[src/hdl/pbf_pkg.sv]
package pbf_pkg;
   // register byte addresses (word aligned)
   localparam logic [3:0] ADDR_FUNC_SEL = 4'h0;
   localparam logic [3:0] ADDR_UPPER    = 4'h4;
   localparam logic [3:0] ADDR_LOWER    = 4'h8;
   localparam logic [3:0] ADDR_DIR      = 4'hC;

   // writable masks of each register
   localparam logic [15:0] FUNC_WMASK  = 16'h7777;
   localparam logic [15:0] UPPER_WMASK = 16'h0007;
   localparam logic [15:0] LOWER_WMASK = 16'h003C;
   localparam logic [15:0] DIR_WMASK   = 16'h007F;

   // reset values; boot-mode bits 14,12,10,8
   localparam logic [15:0] FUNC_RESET      = 16'h0000;
   localparam logic [15:0] FUNC_EXTBOOT    = 16'h5500;
   localparam logic [15:0] DATA_RESET      = 16'h0000;

   // line 3 and line 2 selector field positions and codes
   localparam int         L3_FUNC_LSB  = 12;
   localparam int         L2_FUNC_LSB  = 8;
   localparam logic [2:0] FN_GPIO      = 3'h0;
   localparam logic [2:0] FN_EXT_INT1  = 3'h1;
   localparam logic [2:0] FN_OUT_DIS1  = 3'h2;
   localparam logic [2:0] FN_TIMER_CAP = 3'h3;
   localparam logic [2:0] FN_ADDR17    = 3'h5;

   // wishbone request bundle
   typedef struct packed {
      logic        cyc;
      logic        stb;
      logic        we;
      logic [3:0]  adr;
      logic [1:0]  sel;
      logic [15:0] dat;
   } pbf_req_s;
endpackage : pbf_pkg

[src/hdl/pbf_port_b.sv]
`timescale 1ns/1ns
// Summary of operation
// - function register bits 15,11,7,3 read zero; writes to them ignored
// - line 3 selector codes: io, external interrupt 1, out-disable1, timer capture, addr17
// - bits 14,12,10,8 set to one at the first edge after reset release in rom-disabled external mode
// - upper data bits 2..0 for lines 18..16, others read zero
// - lower data bits 5..2 for lines 5..2, others read zero
module pbf_port_b (
   // clock and reset
   input  wire logic             clk,
   input  wire logic             rst_n,
   // boot mode strap: rom disabled, external extension
   input  wire logic             ext_rom_off_mode,
   // wishbone slave
   input  wire pbf_pkg::pbf_req_s wb_req,
   output logic [15:0]           wb_dat_o,
   output logic                  wb_ack_o,
   // line 3 peripheral paths
   input  wire logic             addr17_in,
   output logic                  ext_int1_o,
   output logic                  out_disable1_o,
   output logic                  timer_cap_o,
   // pins for lines 2..5 and 16..18
   input  wire logic [6:0]       pin_i,
   output logic [6:0]            pin_o,
   output logic [6:0]            pin_oe_n
);
   // register state and next values
   logic [15:0] func_reg,      func_next;
   logic [15:0] upper_reg,     upper_next;
   logic [15:0] lower_reg,     lower_next;
   logic [15:0] dir_reg,       dir_next;
   logic [15:0] rdat_reg,      rdat_next;
   logic        ack_reg,       ack_next;
   logic        boot_seen_reg, boot_seen_next;
   // bus decode
   logic        req;
   logic        wr;
   logic        wr_func;
   logic        wr_upper;
   logic        wr_lower;
   logic        wr_dir;
   // line decode
   logic [2:0]  l2_func;
   logic [2:0]  l3_func;
   logic [6:0]  data_vec;
   logic [6:0]  gpio_sel;

   // merge write data under byte lanes and writable mask
   function automatic logic [15:0] merge(input logic [15:0] old, input logic [15:0] wd,
                                         input logic [1:0] sel, input logic [15:0] wmask);
      logic [15:0] lane;
      lane  = {{8{sel[1]}}, {8{sel[0]}}} & wmask;
      merge = (old & ~lane) | (wd & lane);
   endfunction : merge

   // compare a three-bit selector against one function code
   function automatic logic is_code(input logic [2:0] code, input logic [2:0] want);
      is_code = (code == want);
   endfunction : is_code

   // true when a selector picks general io
   function automatic logic is_gpio(input logic [2:0] code);
      is_gpio = is_code(code, pbf_pkg::FN_GPIO);
   endfunction : is_gpio

   // a request stands on the bus
   assign req = wb_req.cyc && wb_req.stb;

   // writes land at the edge where the master samples ack high
   assign wr       = req && wb_req.we && ack_reg;
   assign wr_func  = wr && (wb_req.adr == pbf_pkg::ADDR_FUNC_SEL);
   assign wr_upper = wr && (wb_req.adr == pbf_pkg::ADDR_UPPER);
   assign wr_lower = wr && (wb_req.adr == pbf_pkg::ADDR_LOWER);
   assign wr_dir   = wr && (wb_req.adr == pbf_pkg::ADDR_DIR);

   // ack after one wait state, held for exactly one cycle
   always_comb begin
      ack_next = req && !ack_reg;
   end

   // ack register
   always_ff @(posedge clk or negedge rst_n) begin
      if (!rst_n) begin
         ack_reg <= 1'b0;
      end else begin
         ack_reg <= ack_next;
      end
   end

   // boot flag: low only up to the first edge after reset release
   always_comb begin
      boot_seen_next = 1'b1;
   end

   // boot flag register
   always_ff @(posedge clk or negedge rst_n) begin
      if (!rst_n) begin
         boot_seen_reg <= 1'b0;
      end else begin
         boot_seen_reg <= boot_seen_next;
      end
   end

   // function select next value
   always_comb begin
      func_next = func_reg;
      // boot preset: strap taken after release, reset holds constants only
      if (!boot_seen_reg && ext_rom_off_mode) begin
         func_next = func_reg | pbf_pkg::FUNC_EXTBOOT;
      end
      if (wr_func) begin
         func_next = merge(func_reg, wb_req.dat, wb_req.sel, pbf_pkg::FUNC_WMASK);
      end
   end

   // function select register
   always_ff @(posedge clk or negedge rst_n) begin
      if (!rst_n) begin
         func_reg <= pbf_pkg::FUNC_RESET;
      end else begin
         func_reg <= func_next;
      end
   end

   // upper data next value, lines 18..16 only
   always_comb begin
      upper_next = upper_reg;
      if (wr_upper) begin
         upper_next = merge(upper_reg, wb_req.dat, wb_req.sel, pbf_pkg::UPPER_WMASK);
      end
   end

   // upper data register
   always_ff @(posedge clk or negedge rst_n) begin
      if (!rst_n) begin
         upper_reg <= pbf_pkg::DATA_RESET;
      end else begin
         upper_reg <= upper_next;
      end
   end

   // lower data next value, lines 5..2 only
   always_comb begin
      lower_next = lower_reg;
      if (wr_lower) begin
         lower_next = merge(lower_reg, wb_req.dat, wb_req.sel, pbf_pkg::LOWER_WMASK);
      end
   end

   // lower data register
   always_ff @(posedge clk or negedge rst_n) begin
      if (!rst_n) begin
         lower_reg <= pbf_pkg::DATA_RESET;
      end else begin
         lower_reg <= lower_next;
      end
   end

   // direction next value: one bit per line, 1 = output
   always_comb begin
      dir_next = dir_reg;
      if (wr_dir) begin
         dir_next = merge(dir_reg, wb_req.dat, wb_req.sel, pbf_pkg::DIR_WMASK);
      end
   end

   // direction register
   always_ff @(posedge clk or negedge rst_n) begin
      if (!rst_n) begin
         dir_reg <= pbf_pkg::DATA_RESET;
      end else begin
         dir_reg <= dir_next;
      end
   end

   // read data: captured at the take edge, shown with ack
   always_comb begin
      rdat_next = rdat_reg;
      if (ack_next) begin
         case (wb_req.adr)
            pbf_pkg::ADDR_FUNC_SEL: rdat_next = func_reg & pbf_pkg::FUNC_WMASK;
            pbf_pkg::ADDR_UPPER:    rdat_next = upper_reg & pbf_pkg::UPPER_WMASK;
            // bits 15..6 and 1..0 read zero
            pbf_pkg::ADDR_LOWER:    rdat_next = lower_reg & pbf_pkg::LOWER_WMASK;
            pbf_pkg::ADDR_DIR:      rdat_next = dir_reg & pbf_pkg::DIR_WMASK;
            // unmapped offsets read zero
            default:                rdat_next = 16'h0000;
         endcase
      end
   end

   // read data register
   always_ff @(posedge clk or negedge rst_n) begin
      if (!rst_n) begin
         rdat_reg <= 16'h0000;
      end else begin
         rdat_reg <= rdat_next;
      end
   end

   // bus outputs straight from flip-flops
   assign wb_ack_o = ack_reg;
   assign wb_dat_o = rdat_reg;

   // line 3 routing; the pin level reaches only the selected unit
   assign l3_func        = func_reg[pbf_pkg::L3_FUNC_LSB +: 3];
   assign ext_int1_o     = is_code(l3_func, pbf_pkg::FN_EXT_INT1)  && pin_i[1];
   assign out_disable1_o = is_code(l3_func, pbf_pkg::FN_OUT_DIS1)  && pin_i[1];
   assign timer_cap_o    = is_code(l3_func, pbf_pkg::FN_TIMER_CAP) && pin_i[1];

   // lines in order 2,3,4,5,16,17,18; line 4 selector lives outside this block
   assign l2_func  = func_reg[pbf_pkg::L2_FUNC_LSB +: 3];
   assign data_vec = {upper_reg[2:0], lower_reg[5:2]};
   assign gpio_sel = {3'h7, 1'b1, 1'b1, is_gpio(l3_func), is_gpio(l2_func)};

   // pin drive for general io outputs; line 3 address output
   always_comb begin
      pin_o    = data_vec & gpio_sel;
      pin_oe_n = ~(dir_reg[6:0] & gpio_sel);
      // address bit 17 drives line 3 whatever the direction bit
      if (is_code(l3_func, pbf_pkg::FN_ADDR17)) begin
         pin_o[1]    = addr17_in;
         pin_oe_n[1] = 1'b0;
      end
   end
endmodule : pbf_port_b

[config.mk]
export PLATFORM = sky130hd
export DESIGN_NAME = pbf_port_b
export DESIGN_NICKNAME = d
export VERILOG_FILES = /design/src/hdl/pbf_pkg.sv /design/src/hdl/pbf_port_b.sv
export SDC_FILE = /design/constraint.sdc
export NUM_CORES = 1
export LEC_CHECK = 0
export ABC_AREA = 0
export BUFFER_PORTS_ARGS = -buffer_cell sky130_fd_sc_hd__buf_4
export CAP_MARGIN = 30
export CELL_PAD_IN_SITES_DETAIL_PLACEMENT = 0
export CELL_PAD_IN_SITES_GLOBAL_PLACEMENT = 1
export CORE_MARGIN = 2
export CORE_UTILIZATION = 38
export CTS_CLUSTER_DIAMETER = 60
export CTS_CLUSTER_SIZE = 28
export DETAILED_ROUTE_END_ITERATION = 8
export GPL_TIMING_DRIVEN = 0
export HOLD_SLACK_MARGIN = 0.05
export PLACE_DENSITY_LB_ADDON = 0.1
export SYNTH_ARGS = -nofsm -noshare
export SYNTH_HDL_FRONTEND = slang
export SYNTH_SLANG_ARGS = --single-unit
export TNS_END_PERCENT = 100
[constraint.sdc]
create_clock -name clk -period 1.4 [get_ports clk]
set_input_delay 0.28 -clock clk [delete_from_list [all_inputs] [get_ports clk]]
set_output_delay 0.28 -clock clk [all_outputs]
set_load 0.01 [all_outputs]
# Word-level counts from Yosys, hierarchy flattened
# Index checks and enable logic that the tools add are counted.
[op_classes]
bitwise_logic = 19
n_div = 0
order_cmp = 0
addsub = 0
n_eq_ne = 7
n_mux = 5
n_reduce_logical = 18
mul = 0
shifts = 0
[op_table]
columns = ["operator", "n"]
rows = [
  ["16-bit bitwise AND", 4],
  ["16-bit OR", 4],
  ["15-bit case mux with 4 select lines", 1],
  ["16-bit by 15-bit bitwise AND with 16-bit output", 1],
  ["16-bit by 3-bit bitwise AND with 16-bit output", 1],
  ["16-bit by 6-bit bitwise AND with 16-bit output", 1],
  ["16-bit by 7-bit bitwise AND with 16-bit output", 1],
  ["16-bit 2-to-1 mux", 1],
  ["15-bit inverter with 16-bit output", 1],
  ["3-bit inverter with 16-bit output", 1],
  ["6-bit inverter with 16-bit output", 1],
  ["7-bit inverter with 16-bit output", 1],
  ["15-bit 2-to-1 mux", 1],
  ["7-bit bitwise AND", 2],
  ["1-bit logical AND", 12],
  ["4-bit equality test (second input constant)", 2],
  ["7-bit inverter", 1],
  ["3-bit by 2-bit equality test with 1-bit output (second input constant)", 2],
  ["3-bit logical NOT", 2],
  ["4-bit by 3-bit equality test with 1-bit output (second input constant)", 1],
  ["4-bit logical NOT", 1],
  ["3-bit by 1-bit equality test with 1-bit output (second input constant)", 1],
  ["3-bit equality test (second input constant)", 1],
  ["1-bit logical NOT", 2],
  ["2 further kinds", 3],
]
[totals]
reg_bits = 82
input_bits = 36
latchBits = 0
out_inout_bits = 34
word_cells = 57
ramBits = 0
mem_bits_ro = 0
mem_count = 0

# Depth between registers and ports, before layout
# Gate-level depths: netlist (run 1).
[depth]
ltp_word = 5
mapped_depth = 5
depth_no_buf = 3

# Least setup slack after synthesis (run 1)
# OpenSTA, ideal clock, no wires.
[synth_path]
kind = "register -> register"
from = "register ack_reg, in the netlist wb_ack_o"
to = "register (tool-made name)"
n_path_buf = 1
stages_incl_launch_ff = 5
arrival_ns = 1.226
path_slack_ns = 0.049
period_less_slack_ns = 1.351
path_cell_list = "dfrtp_1 -> and4_1 -> buf_2 -> nand4_1 -> mux2_2"
[synth_lines]
columns = ["element", "line_no", "text"]
rows = [
  ["from (decl)", "pbf_port_b.sv:34", "logic ack_reg, ack_next;"],
  ["from (signal assigned)", "pbf_port_b.sv:87", "ack_reg <= ack_next;"],
]

# Final worst setup path (run 1)
[layout_path]
from = "register func_reg[14]"
to = "output ext_int1_o"
[layout_between]
elab_chain_len = 2
[layout_lines]
columns = ["element", "line_no", "text"]
rows = [
  ["from (decl)", "pbf_port_b.sv:29", "logic [15:0] func_reg, func_next;"],
  ["from (signal assigned)", "pbf_port_b.sv:120", "func_reg <= pbf_pkg::FUNC_RESET;"],
  ["from (signal assigned)", "pbf_port_b.sv:122", "func_reg <= func_next;"],
  ["3-bit by 1-bit equality test with 1-bit output", "pbf_port_b.sv:59", "is_code = (code == want);"],
  ["1-bit logical AND", "pbf_port_b.sv:208", "assign ext_int1_o = is_code(l3_func, pbf_pkg::FN_EXT_INT1) && pin_i[1];"],
  ["to (decl)", "pbf_port_b.sv:20", "output logic ext_int1_o,"],
]
# No other way between the ends.

==> flow_summary.ini, run 1 <==
[synthesis]
synth_common_cells = dfrtp_1 (41), mux2_2 (24), inv_1 (11), nand2_1 (11), buf_4 (7)
netlist_instances = 162
synth_area_um2 = 1950
yosys.area.top_type = dfrtp_1
syn-mean-instance-area_um2 = 12.1
yosysUniqueCellTypes = 39
synth_most_common_cell = dfrtp_1
yosysWarningCount = 0
synth-seq-area-share_pct = 52.5
synth_top_area_share_pct = 52.5
synth_ff_type = dfrtp_1
postSynth.asyncResetShare_pct = 100
yosys-top-cells-area = dfrtp_1 (53%), mux2_2 (14%), buf_4 (2.7%), a22o_1 (2.7%), inv_1 (2.1%)
synth-seq-cells = 41
synth-edff-count = 0

[global_routing]
grt_max_degree = 42
grt_overflow = 0
grt_first_pass_wirelength_um = 7130
track_usage_pct = 17.0
grt_pass1_vias = 1511
antenna_found_initial = 0

[cts]
cts_made_buffers = 5
insertion_delay_ns = 0.29
path_clk_slew_ns = 0.07
clockBufferDepth = 2
cts_tree = built
h-tree-depth = 2
root_buffer = clkbuf_8
cts.sinks = 41

[worst_setup_path]
startpoint_type = register
path_class = reg -> out
arrival_ns = 1.21
reg2reg_setup_slack_ns = 0.03
critPathCaptureType = primary output
worst-path-max-fanout = 5
reg2reg_depth = 4
reg2reg_from = wb_ack_o$_DFF_PN0_
crit_required_ns = 1.12

[placement]
dp_hpwl_um = 3440
io_buffer_count = 57
place_congestion = 0.841

[power_and_ir_drop]
leakage_nw = 1.35
irDropWorstVdd_mv = 0.710
powerDensity_nw_per_um2 = 890

[floorplan]
fp.dieW_um = 75.7
core_um2 = 5040
std_cell_rows = 26
dieHeight_um = 75.7
io_pins = 70
dieArea_um2 = 5730
start_util_pct = 38.7

[timing]
finalClockSkew_ns = 0.00584
rsz0062_at_grt = true
relSlewSlack_pct = 65.5
fmax_mhz = 673
setup_violations = 7
fin_crit_sh_pct = 106
hold_viol_final = 0
worst_slack_ns = -0.0852
holdWs_ns = 0.228
slew_viol_final = 0
tightest_slew_ns = 0.517
period_minus_slack_ns = 1.49

[cells_and_area]
antenna_cells = 0
drive_gt1_share_pct = 52.7
nNetsFinal = 272
num-fill-cells = 453
area_delta_synth_final_pct = 41.3
final_util_pct = 54.7

[worst_hold_path]
hold_path.class = in -> reg
hold_path_startpoint = wb_req[9]
whs_path_depth = 2
hold_end = func_reg[9]$_DFFE_PN0P_

[route]
first_pass_iters = 4
route.detailed.drc = 0
vias = 1503
drt_iter0_markers = 74
drt-total-wl_um = 4710
wl_per_cell_um = 15.3
routed_via_density = 4.90
ant_nets = 0

[status]
violations = setup timing
status = finished with violations

[flow_run]
maxCapViolations = 0
[worst max-delay path, stage by stage, from the launching register on]
cell	delay (ns)
dfrtp_2	0.45
buf_6	0.13
nor4b_4	0.19
buf_4	0.15
[metal layers]
layer  vias up  share of wire, %  GRT usage [%]
met1       732                44           21.8
li1        725                 -              -
met2        40                50           28.0
met3         6               4.7           4.63
met4         0               1.2           5.46
met5         -                 0              0
[cell type report]
cell class	count	area, um^2	area share (%)
clock buffers	7	86.3	3.13
plain buffers	11	81.3	2.95
repair buffers	65	513	18.6
well taps	70	87.6	3.17
flip-flops and latches	41	1030	37.3
clock inverters	1	30.0	1.09
inverters	11	41.3	1.50
multi-input cells	101	890	32.2
[through the flow]
step                total power [mW]  setup TNS [ns]  std cells  area, um^2  setup WS (ns)
floorplan                       1.35               0        164        1960         0.0490
global placement                1.49           -4.48        291        2480         -0.221
detailed placement              1.50           -4.81        291        2480         -0.234
CTS                             2.49          -0.600        305        2680         -0.128
global route                    2.58           -1.11        307        2760         -0.164
finish                          2.46          -0.388        307        2760        -0.0852
[kinds of logic after synthesis]
kind of cell | Yosys count | synth area share [%]
DFF | 41 | 52.5
and+or+nand+nor | 45 | 15.6
other | 2 | 0.385
buffers and inverters | 22 | 5.77
muxes | 27 | 16.0
AOI/OAI and AO/OA | 25 | 9.67
[repair_timing]
action                                  in CTS  in global routing
setup buffers                                5                  2
hold buffers                                 1                  0
pin swaps                                    7                  3
gates resized for setup                     11                 14
endpoints found under the setup margin      35                 32
hold endpoints to repair                    41                  0
[cells in the final DEF, fill, tap and decap left out, types with 3 or more instances in the layout]
| cell | netlist | routed |
|---|---|---|
| inv_1 | 11 | 10 |
| a22o_1 | 6 | 6 |
| dfrtp_2 | 0 | 3 |
| clkbuf_8 | 0 | 6 |
| o21ai_0 | 5 | 5 |
| mux2_2 | 24 | 24 |
| and4_1 | 3 | 3 |
| a22oi_1 | 3 | 3 |
| a31oi_1 | 3 | 3 |
| conb_1 | 2 | 4 |
| nor2_1 | 6 | 5 |
| nand3_4 | 0 | 4 |
| nand2_1 | 11 | 11 |
| buf_6 | 0 | 7 |
| buf_4 | 7 | 66 |
| dfrtp_1 | 41 | 38 |
[power by group]
part           total, mW  internal, mW  switching (mW)
Combinational      0.263         0.132           0.131
Clock              0.963         0.581           0.382
Sequential          1.23          1.21          0.0186
Total               2.46          1.92           0.532
[worst max-delay path by stage]
stage	from	to	slack (ns)	cells after the start
3_3_place_gp	wb_req[21]	func_reg[4]$_DFFE_PN0P_	-0.22	5
3_5_place_dp	wb_req[21]	func_reg[2]$_DFFE_PN0P_	-0.23	5
6_report	func_reg[14]$_DFFE_PN0P_	ext_int1_o	-0.09	3
4_1_cts	func_reg[8]$_DFFE_PN0P_	pin_o[0]	-0.13	3
2_1_floorplan	wb_ack_o$_DFF_PN0_	register	0.05	4
5_1_grt	func_reg[14]$_DFFE_PN0P_	pin_oe_n[1]	-0.16	4
Power figures use the tool's default switching activity.
==> inputs of run 2 (changes only) <==
--- a/config.mk
+++ b/config.mk
@@ -11,7 +11,7 @@
 export CELL_PAD_IN_SITES_DETAIL_PLACEMENT = 0
 export CELL_PAD_IN_SITES_GLOBAL_PLACEMENT = 1
 export CORE_MARGIN = 2
-export CORE_UTILIZATION = 38
+export CORE_UTILIZATION = 41
 export CTS_CLUSTER_DIAMETER = 60
 export CTS_CLUSTER_SIZE = 28
 export DETAILED_ROUTE_END_ITERATION = 8
==> constraint.sdc (replaced) <==
create_clock -name clk -period 1.9 [get_ports clk]
set_input_delay 0.38 -clock clk [delete_from_list [all_inputs] [get_ports clk]]
set_output_delay 0.38 -clock clk [all_outputs]
set_load 0.01 [all_outputs]
==> run 2 against run 1 <==
  * The flow now finishes without violations
  * Final area decreased by 8.0%
  * First-iteration DRC count increased by 23%
  * Combinational power decreased by 32%
  * Critical path depth unchanged
  * Via count decreased by 2.5%
  * Sequential share of layout area increased by 3.1 points
  * Sequential power decreased by 26%
  * Clock skew about the same
  * Flip-flop and latch count unchanged
  * Hold slack got worse by 0.18 ns
  * Power decreased by 34%
  * Non-clock buffer count decreased by 8
  * Critical path type unchanged
  * Highest routed layer unchanged
==> flow_summary.ini, run 2 (synthesized netlist as in run 1, its figures left out) <==
[power_and_ir_drop]
power_mw = 1.61
irDropWorstVdd_mv = 0.508
share_comb_of_total_power_pct = 11.2
switching_share_pct = 23.2
intPower_mw = 1.24
leakage_nw = 1.28
switchingPower_mw = 0.375
clock_power_share_pct = 32.7
powerDensity_nw_per_um2 = 635
p_seq_share_pct = 56.2

[timing]
fmax_mhz = 587
tightest_slew_ns = 0.516
hold_viol_final = 0
period_minus_slack_ns = 1.70
rsz0062_at_grt = false
setup_violations = 0
finalClockSkew_ns = 0.00613
slew_viol_final = 0
fin_crit_sh_pct = 89.6
setup_tns_ns = 0
relSlewSlack_pct = 65.6

[worst_setup_path]
endpoint = pin_o[0]
crit_required_ns = 1.52
cp.depth = 3
arrival_ns = 1.32
r2r_end = wb_dat_o[4]$_DFFE_PN0P_
critical-path-slowest-cell = dfrtp_1
reg2reg_from = wb_ack_o$_DFF_PN0_
startpoint_type = register
reg2reg_depth = 5
cp.buffers_inverters = 1
worst-path-max-fanout = 3
critPathCaptureType = primary output
startpoint = func_reg[10]$_DFFE_PN0P_
path_class = reg -> out
critPathTopFamily = simple AND/OR/NAND/NOR gates
reg2reg_setup_slack_ns = 0.38
path_cells = nor3_1 -> and2_1 -> buf_4
slowest_delay_ns = 0.40

[route]
first_pass_iters = 4
vias = 1466
drt-total-wl_um = 4350
drt_iter0_markers = 91
wl_per_cell_um = 15.4
routed_via_density = 5.18
route.detailed.drc = 0
ant_nets = 0

[placement]
io_buffer_count = 57
place_congestion = 0.733
dp_hpwl_um = 3350
dpl_cell_area_um2 = 2460

[global_routing]
grt_first_pass_wirelength_um = 7050
grt_max_degree = 42
grt_pass1_vias = 1443
track_usage_pct = 17.7
antenna_found_initial = 0
grt_overflow = 0

[floorplan]
start_util_pct = 41.9
std_cell_rows = 25
io_pins = 70
dieHeight_um = 73.0
fp.dieW_um = 73.0
core_um2 = 4660
dieArea_um2 = 5330

[cells_and_area]
num-fill-cells = 433
area_delta_synth_final_pct = 30.0
nNetsFinal = 264
multi_input_area_um2 = 822
final_common_cell = buf_4
drive_gt1_share_pct = 47.2
final_cell_mix = buf_4 (64), dfrtp_1 (41), mux2_2 (24)
final_util_pct = 54.5
seqCellArea_um2 = 1030
final_area_um2 = 2540
antenna_cells = 0

[flow_run]
maxCapViolations = 0

[cts]
post_cts_buffers = 0
path_clk_slew_ns = 0.08
hold_buffers = 0
cts_tree = built
h-tree-depth = 2
cts.sinks = 41
root_buffer = clkbuf_8
clockBufferDepth = 2
cts_made_buffers = 5
cts_resized = 0
insertion_delay_ns = 0.28

[status]
status = finished clean

[worst_hold_path]
hold_path.class = in -> async
-- run 2: changes by cell type in the layout (fill, tap and decap cells not counted), sizes merged --
| cell | change |
|---|---|
| buf | -7 |
| dlygate4sd3 | -1 |
| bufinv | -1 |
| clkinv | +2 |
| clkbuf | -1 |
-- run 2: worst min path at each step --
| stage | startpoint | end | slack [ns] | cells after the start |
|---|---|---|---|---|
| 4_1_cts | rst_n | wb_dat_o[6]$_DFFE_PN0P_ | 0.07 | 1 |
| 2_1_floorplan | rst_n | asynchronous set/reset pin | 0.08 | 0 |
| 3_5_place_dp | rst_n | wb_dat_o[6]$_DFFE_PN0P_ | 0.39 | 1 |
| 6_report | rst_n | wb_dat_o[2]$_DFFE_PN0P_ | 0.05 | 1 |
| 3_3_place_gp | rst_n | wb_dat_o[2]$_DFFE_PN0P_ | 0.39 | 1 |
| 5_1_grt | rst_n | wb_dat_o[2]$_DFFE_PN0P_ | 0.08 | 1 |
-- run 2: cell type report --
class / count / share of cell area, %
timing repair buffer: 57 / 16.9
tap: 54 / 2.66
clock inverter: 2 / 0.394
sequential: 41 / 40.4
buffer: 11 / 2.81
inverter: 11 / 1.63
multi-input combinational: 101 / 32.4
clock buffer: 6 / 2.86
-- run 2: metrics by stage --
| step | std cells | hold slack [ns] | setup slack, ns |
|---|---|---|---|
| final | 283 | 0.0507 | 0.198 |
| after CTS | 283 | 0.0702 | 0.182 |
| after global routing | 283 | 0.0840 | 0.0515 |
| after global placement | 275 | 0.385 | 0.187 |
| after detailed placement | 275 | 0.386 | 0.153 |
| after floorplan | 164 | 0.0844 | 0.471 |
-- run 2: layer usage --
metal	share of wire, %	wire, um	vias to the layer above	GRT usage, %
met5	0	0	-	0
met4	0.57	25	0	4.94
met3	6.2	271	2	5.80
met2	48	2110	48	27.4
met1	45	1950	706	23.9
li1	-	-	710	-
-- run 2: power groups by stage --
stage | registers, mW | clock network (mW) | logic [mW]
2_1_floorplan | 0.923 | 0 | 0.0715
3_3_place_gp | 0.921 | 0 | 0.179
3_5_place_dp | 0.922 | 0 | 0.182
4_1_cts | 0.905 | 0.548 | 0.183
5_1_grt | 0.907 | 0.602 | 0.199
6_report | 0.905 | 0.526 | 0.180
